==> config.mk <==
export PLATFORM = sky130hd
export DESIGN_NAME = irq_enable_vector_ctrl
export DESIGN_NICKNAME = d
export VERILOG_FILES = /design/src/rtl/irq_ctrl_pkg.sv /design/src/rtl/irq_prio_arb.sv /design/src/rtl/irq_enable_vector_ctrl.sv
export VERILOG_INCLUDE_DIRS = /design/src /design/src/rtl
export SDC_FILE = /design/constraint.sdc
export NUM_CORES = 1
export LEC_CHECK = 0
export ABC_AREA = 1
export CAP_MARGIN = 20
export CORE_MARGIN = 1
export CORE_UTILIZATION = 45
export DETAILED_ROUTE_END_ITERATION = 6
export DONT_BUFFER_PORTS = 1
export GPL_ROUTABILITY_DRIVEN = 0
export PLACE_DENSITY = 0.69
export SETUP_SLACK_MARGIN = 0.1
export SYNTH_ARGS = -nofsm -noshare
export SYNTH_HDL_FRONTEND = slang
export SYNTH_SLANG_ARGS = --single-unit
==> constraint.sdc <==
create_clock -name ref_clk_i -period 12.5 [get_ports ref_clk_i]
set_input_delay 2.5 -clock ref_clk_i [delete_from_list [all_inputs] [get_ports ref_clk_i]]
set_output_delay 2.5 -clock ref_clk_i [all_outputs]
set_load 0.02 [all_outputs]
==> src/rtl/irq_ctrl_regs.svh <==
// Register indices, field positions, reset values and vector constants
`ifndef IRQ_CTRL_REGS_SVH
`define IRQ_CTRL_REGS_SVH

// Register indices: byte address is four times the index
`define IE_MAIN_IDX   8'ha8
`define IE_EXT_IDX    8'hbd
`define PRIO_LO_IDX   8'hb8
`define PRIO_HI_IDX   8'hba
`define EPRIO_LO_IDX  8'hbc
`define EPRIO_HI_IDX  8'hbb
`define EXT_CTRL_IDX  8'hc0
`define EXT_FLAG_IDX  8'hc1
`define SVC_STAT_IDX  8'hc2

// Writable bit masks, reserved bits stay zero
`define IE_MAIN_MASK  8'hbf
`define IE_EXT_MASK   8'h07
`define PRIO_LO_MASK  8'h3f
`define EPRIO_MASK    8'h07

// Reset values
`define IE_MAIN_RST   8'h00
`define IE_EXT_RST    8'h00
`define PRIO_RST      8'h00
`define EXT_CTRL_RST  8'h00

// Field positions
`define GATE_BIT      7
`define TMR2_EN_BIT   5
`define UART_EN_BIT   4
`define TMR1_EN_BIT   3
`define EXT1_EN_BIT   2
`define TMR0_EN_BIT   1
`define EXT0_EN_BIT   0
`define BOD_EN_BIT    2
`define WAKE_EN_BIT   1
`define SPI_EN_BIT    0

// Sources and vectors
`define NUM_SRC       11
`define VEC_STRIDE    16'h0008
`define VEC_OFS       16'h0003

// Bus answers
`define RESP_OKAY     2'b00
`define RESP_SLVERR   2'b10

`endif

==> src/rtl/irq_ctrl_pkg.sv <==
// Types and shared functions of the interrupt controller
`include "irq_ctrl_regs.svh"

package irq_ctrl_pkg;

   typedef logic [1:0] prio_type;
   typedef logic [3:0] vec_num_type;

   // Take handshake towards the core, one bit changes per step except SETTLE back to IDLE
   typedef enum logic [1:0] {
      TK_IDLE   = 2'b00,
      TK_OFFER  = 2'b01,
      TK_SETTLE = 2'b11
   } take_state_type;

   // Vector number n sits at 8*n+3
   function automatic logic [15:0] vec_addr(input vec_num_type n);
      vec_addr = 16'(n) * `VEC_STRIDE + `VEC_OFS;
   endfunction

   // Highest level currently in service
   function automatic prio_type top_level(input logic [3:0] svc);
      top_level = 2'd0;
      for (int i = 0; i < 4; i++) begin
         if (svc[i]) begin
            top_level = prio_type'(i);
         end
      end
   endfunction

endpackage

==> src/rtl/irq_prio_arb.sv <==
// Fixed-priority arbiter over all request sources
`timescale 1ns/10ps
`default_nettype none
`include "irq_ctrl_regs.svh"

module irq_prio_arb (
   input  wire logic [10:0]             req_i,   // Enabled requests
   input  wire logic [10:0]             lo_i,    // Priority low bits
   input  wire logic [10:0]             hi_i,    // Priority high bits
   output logic                         valid_o, // Any request
   output irq_ctrl_pkg::vec_num_type    num_o,   // Winning vector
   output irq_ctrl_pkg::prio_type       lvl_o    // Winning level
);

   // four-level arbitration
   // Scan from the top so equal levels fall to the lowest number
   // lowest number wins ties
   always_comb begin
      valid_o = 1'b0;
      num_o   = 4'h0;
      lvl_o   = 2'd0;
      for (int n = `NUM_SRC - 1; n >= 0; n--) begin
         if (req_i[n] && (!valid_o || {hi_i[n], lo_i[n]} >= lvl_o)) begin
            valid_o = 1'b1;
            num_o   = 4'(n);
            lvl_o   = {hi_i[n], lo_i[n]};
         end
      end
   end

endmodule
`default_nettype wire

==> src/rtl/irq_enable_vector_ctrl.sv <==
// Interrupt enable, priority, nesting and vector logic with AXI4-Lite registers
`timescale 1ns/10ps
`default_nettype none
`include "irq_ctrl_regs.svh"

// Behaviour
// - Eleven sources, four priority levels
// - Each source: flag, enable, priority, vector
// - Taken request vectors core, marks service
// - Only strictly higher level pre-empts service
// - Return instruction ends the active service
// - Vector number n sits at 8n+3
// - Timer 2 events share vector five
// - Wake-up timer uses vector nine
// - Main enable bit 7 gates everything
// - Main bit 5 enables timer 2
// - Main bit 4 enables serial port
// - Main bit 3 enables timer 1
// - Main bit 2 enables pin 1
// - Main bit 1 enables timer 0
// - Main bit 0 enables pin 0
// - Extended bit 2 enables brown-out
// - Extended bit 1 enables wake-up timer
// - Extended bit 0 enables SPI flags
// - Extended enable resets zero, bits 7:3 reserved
// - Low and high bits form level
// - Pin flags: falling edge or inverted level
module irq_enable_vector_ctrl (
   input  wire logic        ref_clk_i,          // Core clock
   input  wire logic        sys_rst_i,          // Sync reset, high
   input  wire logic        ce_i,               // Clock enable
   input  wire logic [9:0]  s_axi_awaddr_i,     // Write address
   input  wire logic        s_axi_awvalid_i,    // Write address valid
   output logic             s_axi_awready_o,    // Write address ready
   input  wire logic [31:0] s_axi_wdata_i,      // Write data
   input  wire logic [3:0]  s_axi_wstrb_i,      // Write strobes
   input  wire logic        s_axi_wvalid_i,     // Write data valid
   output logic             s_axi_wready_o,     // Write data ready
   output logic [1:0]       s_axi_bresp_o,      // Write response
   output logic             s_axi_bvalid_o,     // Write response valid
   input  wire logic        s_axi_bready_i,     // Write response ready
   input  wire logic [9:0]  s_axi_araddr_i,     // Read address
   input  wire logic        s_axi_arvalid_i,    // Read address valid
   output logic             s_axi_arready_o,    // Read address ready
   output logic [31:0]      s_axi_rdata_o,      // Read data
   output logic [1:0]       s_axi_rresp_o,      // Read response
   output logic             s_axi_rvalid_o,     // Read data valid
   input  wire logic        s_axi_rready_i,     // Read data ready
   input  wire logic [3:0]  ext_irq_pin_n_i,    // External pins 0..3
   input  wire logic        tmr0_ovf_flag_i,    // Timer 0 overflow
   input  wire logic        tmr1_ovf_flag_i,    // Timer 1 overflow
   input  wire logic        tmr2_ovf_flag_i,    // Timer 2 overflow
   input  wire logic        tmr2_ext_flag_i,    // Timer 2 event
   input  wire logic        uart_tx_done_i,     // Serial tx done
   input  wire logic        uart_rx_done_i,     // Serial rx done
   input  wire logic        spi_done_flag_i,    // SPI complete
   input  wire logic        spi_overrun_flag_i, // SPI overrun
   input  wire logic        spi_mode_fault_i,   // SPI mode fault
   input  wire logic        wake_tmr_flag_i,    // Wake-up timer
   input  wire logic        brownout_flag_i,    // Brown-out
   output logic             irq_req_o,          // Vector offered
   input  wire logic        irq_ack_i,          // Core takes vector
   output logic [15:0]      irq_vec_addr_o,     // Vector address
   output logic [3:0]       irq_vec_num_o,      // Vector number
   input  wire logic        irq_return_instr_i, // Return executed
   output logic             irq_active_o,       // In service state
   output logic [3:0]       irq_in_service_o    // Levels in service
);

   // ************************************************************
   // Registers and state
   // ************************************************************
   logic [7:0]                  ie_main_ff;
   logic [7:0]                  ie_ext_ff;
   logic [7:0]                  prio_lo_ff;
   logic [7:0]                  prio_hi_ff;
   logic [7:0]                  eprio_lo_ff;
   logic [7:0]                  eprio_hi_ff;
   logic [7:0]                  ext_ctrl_ff;
   logic [3:0]                  ext_flag_ff;
   logic [3:0]                  pin_s1_ff;
   logic [3:0]                  pin_s2_ff;
   logic [3:0]                  pin_prev_ff;
   logic [3:0]                  in_svc_ff;
   irq_ctrl_pkg::take_state_type tk_state_ff;
   irq_ctrl_pkg::take_state_type nxt_tk_state;
   irq_ctrl_pkg::vec_num_type   vec_num_ff;
   irq_ctrl_pkg::prio_type      lvl_ff;
   logic [15:0]                 vec_addr_ff;
   logic                        aw_ok_ff;
   logic                        w_ok_ff;
   logic [9:0]                  awaddr_ff;
   logic [31:0]                 wdata_ff;
   logic                        wstrb0_ff;
   logic                        bvalid_ff;
   logic [1:0]                  bresp_ff;
   logic                        rvalid_ff;
   logic [1:0]                  rresp_ff;
   logic [31:0]                 rdata_ff;
   logic                        do_wr;
   logic                        wr_en;
   logic [3:0]                  sw_clr;
   logic [3:0]                  ack_clr;
   logic [3:0]                  pin_fall;
   logic [10:0]                 src_flag;
   logic [10:0]                 src_en;
   logic [10:0]                 req_vec;
   logic [10:0]                 lvl_lo;
   logic [10:0]                 lvl_hi;
   logic                        win_valid;
   irq_ctrl_pkg::vec_num_type   win_num;
   irq_ctrl_pkg::prio_type      win_lvl;
   irq_ctrl_pkg::prio_type      cur_lvl;
   logic                        eligible;
   logic                        take;

   // Known register index
   function automatic logic reg_known(input logic [7:0] idx);
      case (idx)
         `IE_MAIN_IDX, `IE_EXT_IDX, `PRIO_LO_IDX, `PRIO_HI_IDX,
         `EPRIO_LO_IDX, `EPRIO_HI_IDX, `EXT_CTRL_IDX, `EXT_FLAG_IDX,
         `SVC_STAT_IDX: reg_known = 1'b1;
         default: reg_known = 1'b0;
      endcase
   endfunction

   // ************************************************************
   // AXI4-Lite write channel
   // ************************************************************
   // Address and data are held until both are present
   assign s_axi_awready_o = !aw_ok_ff && !bvalid_ff;
   assign s_axi_wready_o  = !w_ok_ff && !bvalid_ff;
   assign do_wr           = aw_ok_ff && w_ok_ff && !bvalid_ff;
   assign wr_en           = do_wr && wstrb0_ff;
   assign s_axi_bvalid_o  = bvalid_ff;
   assign s_axi_bresp_o   = bresp_ff;

   always_ff @(posedge ref_clk_i) begin
      if (sys_rst_i) begin
         aw_ok_ff  <= 1'b0;
         w_ok_ff   <= 1'b0;
         awaddr_ff <= 10'h000;
         wdata_ff  <= 32'h0000_0000;
         wstrb0_ff <= 1'b0;
         bvalid_ff <= 1'b0;
         bresp_ff  <= `RESP_OKAY;
      end else if (ce_i) begin
         if (s_axi_awvalid_i && s_axi_awready_o) begin
            aw_ok_ff  <= 1'b1;
            awaddr_ff <= s_axi_awaddr_i;
         end
         if (s_axi_wvalid_i && s_axi_wready_o) begin
            w_ok_ff   <= 1'b1;
            wdata_ff  <= s_axi_wdata_i;
            wstrb0_ff <= s_axi_wstrb_i[0];
         end
         if (do_wr) begin
            aw_ok_ff  <= 1'b0;
            w_ok_ff   <= 1'b0;
            bvalid_ff <= 1'b1;
            bresp_ff  <= reg_known(awaddr_ff[9:2]) ? `RESP_OKAY : `RESP_SLVERR;
         end else if (bvalid_ff && s_axi_bready_i) begin
            bvalid_ff <= 1'b0;
         end
      end
   end

   // ************************************************************
   // AXI4-Lite read channel
   // ************************************************************
   assign s_axi_arready_o = !rvalid_ff;
   assign s_axi_rvalid_o  = rvalid_ff;
   assign s_axi_rresp_o   = rresp_ff;
   assign s_axi_rdata_o   = rdata_ff;

   // Read data is captured at the address edge; unmapped reads zero
   always_ff @(posedge ref_clk_i) begin
      if (sys_rst_i) begin
         rvalid_ff <= 1'b0;
         rresp_ff  <= `RESP_OKAY;
         rdata_ff  <= 32'h0000_0000;
      end else if (ce_i) begin
         if (s_axi_arvalid_i && s_axi_arready_o) begin
            rvalid_ff <= 1'b1;
            rresp_ff  <= reg_known(s_axi_araddr_i[9:2]) ? `RESP_OKAY : `RESP_SLVERR;
            case (s_axi_araddr_i[9:2])
               `IE_MAIN_IDX:  rdata_ff <= {24'h000000, ie_main_ff};
               `IE_EXT_IDX:   rdata_ff <= {24'h000000, ie_ext_ff};
               `PRIO_LO_IDX:  rdata_ff <= {24'h000000, prio_lo_ff};
               `PRIO_HI_IDX:  rdata_ff <= {24'h000000, prio_hi_ff};
               `EPRIO_LO_IDX: rdata_ff <= {24'h000000, eprio_lo_ff};
               `EPRIO_HI_IDX: rdata_ff <= {24'h000000, eprio_hi_ff};
               `EXT_CTRL_IDX: rdata_ff <= {24'h000000, ext_ctrl_ff};
               `EXT_FLAG_IDX: rdata_ff <= {28'h0000000, ext_flag_ff};
               `SVC_STAT_IDX: rdata_ff <= {24'h000000, in_svc_ff, vec_num_ff};
               default:       rdata_ff <= 32'h0000_0000;
            endcase
         end else if (rvalid_ff && s_axi_rready_i) begin
            rvalid_ff <= 1'b0;
         end
      end
   end

   // ************************************************************
   // Enable and priority registers
   // ************************************************************
   // extended enable clears at reset
   // Only lane 0 carries data; reserved bits are masked off
   always_ff @(posedge ref_clk_i) begin
      if (sys_rst_i) begin
         ie_main_ff  <= `IE_MAIN_RST;
         ie_ext_ff   <= `IE_EXT_RST;
         prio_lo_ff  <= `PRIO_RST;
         prio_hi_ff  <= `PRIO_RST;
         eprio_lo_ff <= `PRIO_RST;
         eprio_hi_ff <= `PRIO_RST;
         ext_ctrl_ff <= `EXT_CTRL_RST;
      end else if (ce_i && wr_en) begin
         case (awaddr_ff[9:2])
            `IE_MAIN_IDX:  ie_main_ff  <= wdata_ff[7:0] & `IE_MAIN_MASK;
            `IE_EXT_IDX:   ie_ext_ff   <= wdata_ff[7:0] & `IE_EXT_MASK;
            `PRIO_LO_IDX:  prio_lo_ff  <= wdata_ff[7:0] & `PRIO_LO_MASK;
            `PRIO_HI_IDX:  prio_hi_ff  <= wdata_ff[7:0];
            `EPRIO_LO_IDX: eprio_lo_ff <= wdata_ff[7:0] & `EPRIO_MASK;
            `EPRIO_HI_IDX: eprio_hi_ff <= wdata_ff[7:0] & `EPRIO_MASK;
            `EXT_CTRL_IDX: ext_ctrl_ff <= wdata_ff[7:0];
            default:       ;
         endcase
      end
   end

   // ************************************************************
   // External pin flags
   // ************************************************************
   // Pins idle high, so the synchroniser resets high to avoid a false edge
   always_ff @(posedge ref_clk_i) begin
      if (sys_rst_i) begin
         pin_s1_ff   <= 4'hf;
         pin_s2_ff   <= 4'hf;
         pin_prev_ff <= 4'hf;
      end else if (ce_i) begin
         pin_s1_ff   <= ext_irq_pin_n_i;
         pin_s2_ff   <= pin_s1_ff;
         pin_prev_ff <= pin_s2_ff;
      end
   end

   assign pin_fall = pin_prev_ff & ~pin_s2_ff;
   assign sw_clr   = (wr_en && awaddr_ff[9:2] == `EXT_FLAG_IDX) ? wdata_ff[3:0] : 4'h0;
   assign ack_clr  = {take && vec_num_ff == 4'h7, take && vec_num_ff == 4'h6,
                      take && vec_num_ff == 4'h2, take && vec_num_ff == 4'h0};

   // edge sets flag, level follows inverted pin
   // A fresh edge wins over a clear in the same cycle
   always_ff @(posedge ref_clk_i) begin
      if (sys_rst_i) begin
         ext_flag_ff <= 4'h0;
      end else if (ce_i) begin
         for (int i = 0; i < 4; i++) begin
            if (ext_ctrl_ff[i]) begin
               ext_flag_ff[i] <= pin_fall[i] | (ext_flag_ff[i] & ~(sw_clr[i] | ack_clr[i]));
            end else begin
               ext_flag_ff[i] <= ~pin_s2_ff[i];
            end
         end
      end
   end

   // ************************************************************
   // Request gating and arbitration
   // ************************************************************
   // one flag and enable per source
   // timer 2 events merge on vector 5
   // serial events merge on vector 4
   // three SPI flags merge on vector 8
   assign src_flag = {brownout_flag_i, wake_tmr_flag_i,
                      spi_done_flag_i | spi_overrun_flag_i | spi_mode_fault_i,
                      ext_flag_ff[3], ext_flag_ff[2],
                      tmr2_ovf_flag_i | tmr2_ext_flag_i,
                      uart_tx_done_i | uart_rx_done_i,
                      tmr1_ovf_flag_i, ext_flag_ff[1], tmr0_ovf_flag_i, ext_flag_ff[0]};

   // wake-up timer enable bit
   // Pins 2 and 3 take their enables from the pin control register
   assign src_en = {ie_ext_ff[`BOD_EN_BIT], ie_ext_ff[`WAKE_EN_BIT], ie_ext_ff[`SPI_EN_BIT],
                    ext_ctrl_ff[7], ext_ctrl_ff[6],
                    ie_main_ff[`TMR2_EN_BIT], ie_main_ff[`UART_EN_BIT],
                    ie_main_ff[`TMR1_EN_BIT], ie_main_ff[`EXT1_EN_BIT],
                    ie_main_ff[`TMR0_EN_BIT], ie_main_ff[`EXT0_EN_BIT]};

   assign req_vec = ie_main_ff[`GATE_BIT] ? (src_flag & src_en) : 11'h000;

   // level is high bit over low bit
   assign lvl_lo = {eprio_lo_ff[2:0], ext_ctrl_ff[5:4], prio_lo_ff[5:0]};
   assign lvl_hi = {eprio_hi_ff[2:0], prio_hi_ff};

   irq_prio_arb irq_prio_arb_i (
      .req_i   (req_vec),
      .lo_i    (lvl_lo),
      .hi_i    (lvl_hi),
      .valid_o (win_valid),
      .num_o   (win_num),
      .lvl_o   (win_lvl)
   );

   assign cur_lvl  = irq_ctrl_pkg::top_level(in_svc_ff);
   assign eligible = win_valid && (in_svc_ff == 4'h0 || win_lvl > cur_lvl);

   // ************************************************************
   // Take handshake and nesting
   // ************************************************************
   assign take      = irq_req_o && irq_ack_i;
   assign irq_req_o = tk_state_ff == irq_ctrl_pkg::TK_OFFER;

   // Settle one cycle after a take so the new level is seen
   always_comb begin
      nxt_tk_state = tk_state_ff;
      unique case (tk_state_ff)
         irq_ctrl_pkg::TK_IDLE:   if (eligible) nxt_tk_state = irq_ctrl_pkg::TK_OFFER;
         irq_ctrl_pkg::TK_OFFER: begin
            if (irq_ack_i) begin
               nxt_tk_state = irq_ctrl_pkg::TK_SETTLE;
            end else if (!eligible) begin
               nxt_tk_state = irq_ctrl_pkg::TK_IDLE;
            end
         end
         irq_ctrl_pkg::TK_SETTLE: nxt_tk_state = irq_ctrl_pkg::TK_IDLE;
         default:                 nxt_tk_state = irq_ctrl_pkg::TK_IDLE;
      endcase
   end

   always_ff @(posedge ref_clk_i) begin
      if (sys_rst_i) begin
         tk_state_ff <= irq_ctrl_pkg::TK_IDLE;
      end else if (ce_i) begin
         tk_state_ff <= nxt_tk_state;
      end
   end

   // vector address is 8n+3
   // Vector follows the winner but freezes on the take edge
   always_ff @(posedge ref_clk_i) begin
      if (sys_rst_i) begin
         vec_num_ff  <= 4'h0;
         lvl_ff      <= 2'd0;
         vec_addr_ff <= 16'h0000;
      end else if (ce_i && eligible && !take) begin
         vec_num_ff  <= win_num;
         lvl_ff      <= win_lvl;
         vec_addr_ff <= irq_ctrl_pkg::vec_addr(win_num);
      end
   end

   // take marks the level in service
   always_ff @(posedge ref_clk_i) begin
      if (sys_rst_i) begin
         in_svc_ff <= 4'h0;
      end else if (ce_i) begin
         in_svc_ff <= (irq_return_instr_i ? in_svc_ff & ~(4'h1 << cur_lvl) : in_svc_ff)
                      | (take ? 4'h1 << lvl_ff : 4'h0);
      end
   end

   assign irq_vec_addr_o   = vec_addr_ff;
   assign irq_vec_num_o    = vec_num_ff;
   assign irq_active_o     = in_svc_ff != 4'h0;
   assign irq_in_service_o = in_svc_ff;

   // ************************************************************
   // Assertions
   // ************************************************************
   gate_blocks_a: assert property (@(posedge ref_clk_i) disable iff (sys_rst_i)
      !ie_main_ff[`GATE_BIT] && $past(!ie_main_ff[`GATE_BIT]) && $past(ce_i) |-> !irq_req_o)
      else $error("request offered while gate closed");

   vec_addr_map_a: assert property (@(posedge ref_clk_i) disable iff (sys_rst_i)
      irq_req_o |-> irq_vec_addr_o == 16'(irq_vec_num_o) * 16'h0008 + 16'h0003)
      else $error("vector address does not match number");

   preempt_lvl_a: assert property (@(posedge ref_clk_i) disable iff (sys_rst_i)
      irq_req_o && irq_active_o |-> lvl_ff > cur_lvl)
      else $error("offer does not outrank service level");

   take_marks_a: assert property (@(posedge ref_clk_i) disable iff (sys_rst_i)
      take && ce_i |=> in_svc_ff[$past(lvl_ff)] && !irq_req_o)
      else $error("take did not mark service");

   return_ends_a: assert property (@(posedge ref_clk_i) disable iff (sys_rst_i)
      irq_return_instr_i && ce_i && !take && irq_active_o
      |=> $countones(in_svc_ff) == $countones($past(in_svc_ff)) - 1)
      else $error("return did not end one service level");

   edge_sets_a: assert property (@(posedge ref_clk_i) disable iff (sys_rst_i)
      ce_i && ext_ctrl_ff[0] && pin_fall[0] |=> ext_flag_ff[0])
      else $error("falling edge lost");

   ext_reset_a: assert property (@(posedge ref_clk_i)
      $past(sys_rst_i) |-> ie_ext_ff == 8'h00 && ie_ext_ff[7:3] == 5'h00)
      else $error("extended enable not cleared by reset");

   tmr2_share_a: assert property (@(posedge ref_clk_i) disable iff (sys_rst_i)
      ie_main_ff[7] && ie_main_ff[5] && (tmr2_ovf_flag_i || tmr2_ext_flag_i) |-> req_vec[5])
      else $error("timer 2 event not requested");

   spi_en_a: assert property (@(posedge ref_clk_i) disable iff (sys_rst_i)
      req_vec[8] |-> ie_ext_ff[0] && ie_main_ff[7])
      else $error("SPI request without enable");

   take_cov: cover property (@(posedge ref_clk_i) disable iff (sys_rst_i) take);
   nest_cov: cover property (@(posedge ref_clk_i) disable iff (sys_rst_i)
      $countones(in_svc_ff) == 2);
   ret_cov: cover property (@(posedge ref_clk_i) disable iff (sys_rst_i)
      irq_return_instr_i && irq_active_o);

endmodule
`default_nettype wire

==> impl_results.md, run 1 <==
- Outcome: finished clean
- CTS root buffer: clkbuf_16
- Global route overflow: 0
- Final Util: 56.0%
- Top Ports: 148
- Post-Syn Instances: 803
- CP dominant cell by count: nand2_2
- Clk_skew: 12.8 ps
- Fin nets: 963
- Slowest Stage Delay on Critical Path: 360 ps
- Slew headroom: 42.0%
- Standard-cell rows: 40
- Clk_lat worst skew: 360 ps
- Total core area: 12,200 sq um
- Mapped Avg Cell Area: 7.08 sq um
- Synth cell types: 48
- Maximum vdd ir drop: 74.0 uV
- Synth area leader: dfxtp_1
- Yosys reg bits: 98
- Synth top area share: 34.5%
- TritonCTS buffer count: 9
- Multi-input logic area: 3270 sq um
- YS warnings: 0
- Pleak: 2.85 nW
- Slew @ Worst Pin: 861 ps
- Die area: 13,100 sq um
- Pre-antenna DRT Iters: 5
- Hold Path Class: register to register
- CTS tree: yes
- Chip Width: 114 microns
- RSZ-0062 raised after global routing: yes
- Largest net degree at the start of global routing: 54
- Largest fanout on the critical path: 5
- Hold Buf Count CTS: 0
- Finished Layout Cells: 1,035
- Gr usage total: 23.5%
- DR vias/cell: 5.25
- CP startpoint kind: input pin
- Top post-synthesis cells by area: dfxtp_1, inv_1, a21oi_1, nand2_1, o21ai_0
- Area delta synth->final: 19.8%
- Primary FF master, synth: dfxtp_1
- Power density over the cells: 97.2 nW/um^2
- Critical path arrival: 12,490 ps
- Fmax: 81.9 MHz
- Sequential cell area: 1960 sq um
- ANT nets after route: 0
- Vias: 5,431
- I/O Buffers: 0
- DRT Wirelength: 15.5 mm
- Final Hold Fails: 0
- Crit share post-route: 97.7%
- Ant diodes: 0
- Post-synth EDFFs: 0
- Bufs on Longest Clock Path: 2
- Crit-path slowest cell: or3b_1
- Clock-pin transition on the worst setup and hold timing paths: 70 ps
- Share of layout cells above drive strength 1: 23.6%
- First-pass GRT wire length: 23.7 mm
- Post-synthesis sequential area ratio: 34.5%
- Initial Util: 46.7%
- Avg WL per Cell: 14.9 microns
- Min cycle time layout: 12,210 ps
- Iter 0 DRT Violations: 405
- H-tree depth: 3
- Worst EP required: 12,780 ps
- Antenna violations before repair: 0
- Worst Setup End Kind: register
- Async set or reset register ratio after synthesis: 0%
- Final setup violation count: 0
- Vias in the first global route: 4,772
- CTS Sinks: 98
- DIE HEIGHT: 114 microns
- Detail Placement HPWL: 11.1 mm
- Placed cell count: 996
- Final setup TNS: 0 ps
- Post-route DRC: 0
- Synthesized area: 5690 sq um
- Setup Crit Path Kind: input pin to register
- Fill count: 1,163
- Number of max-cap violations: 0
- Slew Limit Fails: 0
[repair_timing]
item / 4_1_cts / 5_1_grt
pin swaps: 23 / 63
gates resized for setup: 23 / 62
endpoints found under the setup margin: 8 / 8
cloned: 0 / 0
buffers inserted: 10 / 15
[worst paths after layout]
check,endpoint,start,slack [ps],cells after the start
min reg2reg,pin_s1_ff[1],pin_s1_ff[1],460,2
max,irq_vec_num_o[2],brownout_flag_i,290,89
min,pin_s1_ff[1],pin_s1_ff[1],460,2
max reg2reg,irq_vec_num_o[2],ie_main_ff[7],1710,89
[worst max-delay path, delay by kind of cell]
family	cells	cell delay [ps]
fa+ha+maj	11	2760
compound gates	17	1770
buf+inv	14	880
simple gates	47	4540
[metal layers]
layer | track usage [%] | vias to the layer above | part of all wire, %
li1 | - | 2717 | -
met1 | 30.8 | 2481 | 43
met2 | 37.6 | 195 | 47
met3 | 4.55 | 38 | 6.9
met4 | 10.4 | 0 | 2.6
met5 | 0 | - | 0
[where the power goes]
part / internal [mW] / switching, mW
logic: 0.00877 / 0.0313
registers: 0.320 / 0.00690
clock network: 0.165 / 0.130
[sequential cells by signal (all words and copies together), names as in the netlist, 4 cells and up]
| register | flops |
|---|---|
| awaddr_ff | 8 |
| ext_ctrl_ff | 8 |
| prio_hi_ff | 8 |
| s_axi_rdata_o | 8 |
| wdata_ff | 8 |
| ie_main_ff | 7 |
| prio_lo_ff | 6 |
| ext_flag_ff | 4 |
| irq_in_service_o | 4 |
| irq_vec_num_o | 4 |
| pin_prev_ff | 4 |
| pin_s1_ff | 4 |
| pin_s2_ff | 4 |
[through the flow]
step                power, mW  hold WS, ps  area, sq um  setup slack (ps)
global route            0.685          487         6810              -441
floorplan               0.377          429         5820               212
finish                  0.662          458         6810               290
global placement        0.373          440         6010              -388
detailed placement      0.374          445         6010              -538
CTS                     0.664          460         6480               102
[final cells by class]
type | count | area share [%]
Multi-Input combinational cell | 549 | 48.0
Clock buffer | 10 | 3.51
Clock inverter | 6 | 1.16
Sequential cell | 98 | 28.8
Tap cell | 168 | 3.09
Inverter | 131 | 7.29
Timing Repair Buffer | 73 | 8.21
[kinds of logic after synthesis]
| logic type | after synthesis | share of synthesized area, % |
|---|---|---|
| other cells | 1 | 0.0660 |
| buf+inv | 191 | 15.5 |
| flops | 98 | 34.5 |
| simple gates | 291 | 24.9 |
| compound gates | 202 | 20.6 |
| fa+ha+maj | 20 | 4.40 |
[Yosys cell counts, types with 2 or more instances]
cell and count:
a211oi_1 10, nor3_1 12, nor3_2 4, nor2_2 2
o21ai_0 64, nand3_2 8, nor3_4 2, o41ai_1 2
a221oi_1 5, nand3_1 43, buf_4 41, nand2_1 104
o22ai_1 15, nand4_1 8, o211ai_1 8, nor2_1 72
ha_1 20, and2_1 7, buf_1 3, o21ai_2 4
clkbuf_1 14, inv_1 121, nand2_4 3, o21ai_1 3
dfxtp_1 98, o31ai_1 4, nor4_1 8, inv_2 8
nand2_2 12, a21oi_1 80
[layout by cell type, fill, tap and decap left out, types with 12 or more instances in the layout]
cell type / synthesis / final
dfxtp_1: 98 / 98
nand2_1: 104 / 84
o21ai_0: 64 / 58
inv_1: 121 / 110
a21oi_1: 80 / 74
o22ai_1: 15 / 15
nor2_1: 72 / 68
nor3_1: 12 / 12
ha_1: 20 / 13
nand3_1: 43 / 37
buf_4: 41 / 70
nand3_2: 8 / 12
inv_2: 8 / 18
nand2_2: 12 / 30
conb_1: 1 / 36
(Power assumes the default switching activity.)
==> run 2, diff against run 1 <==
--- a/config.mk
+++ b/config.mk
@@ -13,7 +13,7 @@
 export DETAILED_ROUTE_END_ITERATION = 6
 export DONT_BUFFER_PORTS = 1
 export GPL_ROUTABILITY_DRIVEN = 0
-export PLACE_DENSITY = 0.69
+export PLACE_DENSITY = 0.67
 export SETUP_SLACK_MARGIN = 0.1
 export SYNTH_ARGS = -nofsm -noshare
 export SYNTH_HDL_FRONTEND = slang
==> constraint.sdc (replaced) <==
create_clock -name ref_clk_i -period 11.4 [get_ports ref_clk_i]
set_input_delay 2.28 -clock ref_clk_i [delete_from_list [all_inputs] [get_ports ref_clk_i]]
set_output_delay 2.28 -clock ref_clk_i [all_outputs]
set_load 0.02 [all_outputs]
==> run 2 against run 1 <==
Clock skew fell by 4.4 ps. The run now ends with negative setup slack left. Cell area increased by 5.8%. Power grew 8.4%. Critical endpoint unchanged. Hold slack improved by 0.97 ps. Register-to-register slack got worse by 1400 ps. Global-route usage grew 2.1 points. First-iteration DRC count is 2.5% lower. Flip-flop and latch count unchanged. Wire length increased by 9.5%. Largest cell class unchanged. Sequential power up 9.8%. Sequential share of layout area down 1.6 points.
==> impl_results.md, run 2 (same netlist as run 1, synthesis figures left out) <==
- Ant diodes: 0
- ANT nets after route: 0
- Initial Util: 46.7%
- Slowest Stage Delay on Critical Path: 390 ps
- Total core area: 12,200 sq um
- WHS Path Cells: 2
- Most common cell after layout, fill and taps aside: buf_4
- Avg WL per Cell: 15.6 microns
- Die area: 13,100 sq um
- Gr usage total: 25.6%
- Standard-cell rows: 40
- Largest fanout on the critical path: 5
- Min cycle time layout: 12,540 ps
- Global route overflow: 0
- CTS tree: yes
- Slew headroom: 38.7%
- H-tree depth: 3
- Worst Setup End Kind: register
- RSZ-0062 raised after global routing: yes
- Number of max-cap violations: 0
- DIE HEIGHT: 114 microns
- Fmax: 79.8 MHz
- Critical path arrival: 12,830 ps
- Slew Limit Fails: 0
- CP dominant cell by count: nand2_2
- Hold Path Class: register to register
- Final setup violation count: 8
- Iter 0 DRT Violations: 395
- Chip Width: 114 microns
- TritonCTS buffer count: 9
- Setup Crit Path Kind: input pin to register
- Outcome: finished, violations left
- Post-route DRC: 0
- Vias in the first global route: 5,205
- Largest net degree at the start of global routing: 47
- Worst EP required: 11,690 ps
- Final Worst Setup Slack: -1140 ps
- Detail Placement HPWL: 11.3 mm
- Bufs on Longest Clock Path: 2
- Clk_skew: 8.42 ps
- Failing checks: negative setup slack
- I/O Buffers: 0
- First-pass GRT wire length: 25.7 mm
- Vias: 5,699
- Final Util: 59.3%
- Top Ports: 148
- Share of layout cells above drive strength 1: 27.9%
- Power density over the cells: 99.6 nW/um^2
- Finished Layout Cells: 1,084
- Placed cell count: 995
- Tot Pwr: 0.718 mW
- CTS root buffer: clkbuf_16
- Clock-pin transition on the worst setup and hold timing paths: 70 ps
- DRT Wirelength: 16.9 mm
- DR vias/cell: 5.26
- Clk_lat worst skew: 360 ps
- Worst r2r path cells: 88
- Crit-path slowest cell: or3b_1
- CP startpoint kind: input pin
- Area delta synth->final: 26.8%
- Pleak: 3.10 nW
- Crit share post-route: 110%
- Final Hold Fails: 0
- CTS Sinks: 98
- Slew @ Worst Pin: 911 ps
- Most frequent cells in the layout: buf_4, inv_1, dfxtp_1
- Pre-antenna DRT Iters: 5
- Fin nets: 1,012
- Maximum vdd ir drop: 158 uV
- Antenna violations before repair: 0
run 2: changes by cell type in the layout (fill, tap and decap cells not counted), sizes merged:
cell      change
clkinvlp      +2
clkinv        -1
buf          +49
inv           -1
run 2: final timing paths:
path,from,to,slack (ps)
max reg2reg,ie_ext_ff[2],irq_vec_num_o[2],360
min,pin_s1_ff[1],pin_s1_ff[1],460
max,brownout_flag_i,irq_vec_num_o[2],-1140
min reg2reg,pin_s1_ff[1],pin_s1_ff[1],460
run 2: per-stage QoR:
stage	area, sq um	worst slack, ps	setup TNS [ps]	hold slack, ps
finish	7210	-1140	-7790	459
global placement	6050	-1050	-7130	440
detailed placement	6050	-1200	-8290	443
floorplan	5860	-425	-2050	429
global route	7210	-1650	-11870	484
CTS	6840	-491	-3060	461
run 2: routing by layer:
| layer | part of all wire (%) | track usage (%) | vias to the layer above |
|---|---|---|---|
| met4 | 3.1 | 9.35 | 0 |
| met5 | 0 | 0 | - |
| met1 | 42 | 32.8 | 2574 |
| met2 | 47 | 41.5 | 257 |
| li1 | - | - | 2820 |
| met3 | 8.2 | 6.72 | 48 |
run 2: cell type report:
| class | count | area [sq um] |
|---|---|---|
| Inverter | 131 | 499 |
| Clock inverter | 6 | 73.8 |
| Tap cell | 168 | 210 |
| Sequential cell | 98 | 1960 |
| Multi-Input combinational cell | 549 | 3300 |
| Timing Repair Buffer | 122 | 931 |
| Clock buffer | 10 | 229 |
| Fill cell | 1120 | 4950 |
run 2: report_power, final:
part | switching (mW) | internal [mW] | total, mW
registers | 0.00762 | 0.351 | 0.359
clock network | 0.142 | 0.173 | 0.315
logic | 0.0342 | 0.00959 | 0.0438
run 2: what timing repair did:
action,in CTS,in global routing
pin swaps,39,65
setup buffers,53,21
hold buffers,0,0
cloned,0,0
gates resized for setup,24,46
setup endpoints to repair,8,8
run 2: critical path, delay by kind of cell:
family,cells,cell delay [ps]
fa+ha+maj,10,2610
compound gates,15,1550
simple gates,46,4960
buf+inv,17,1400
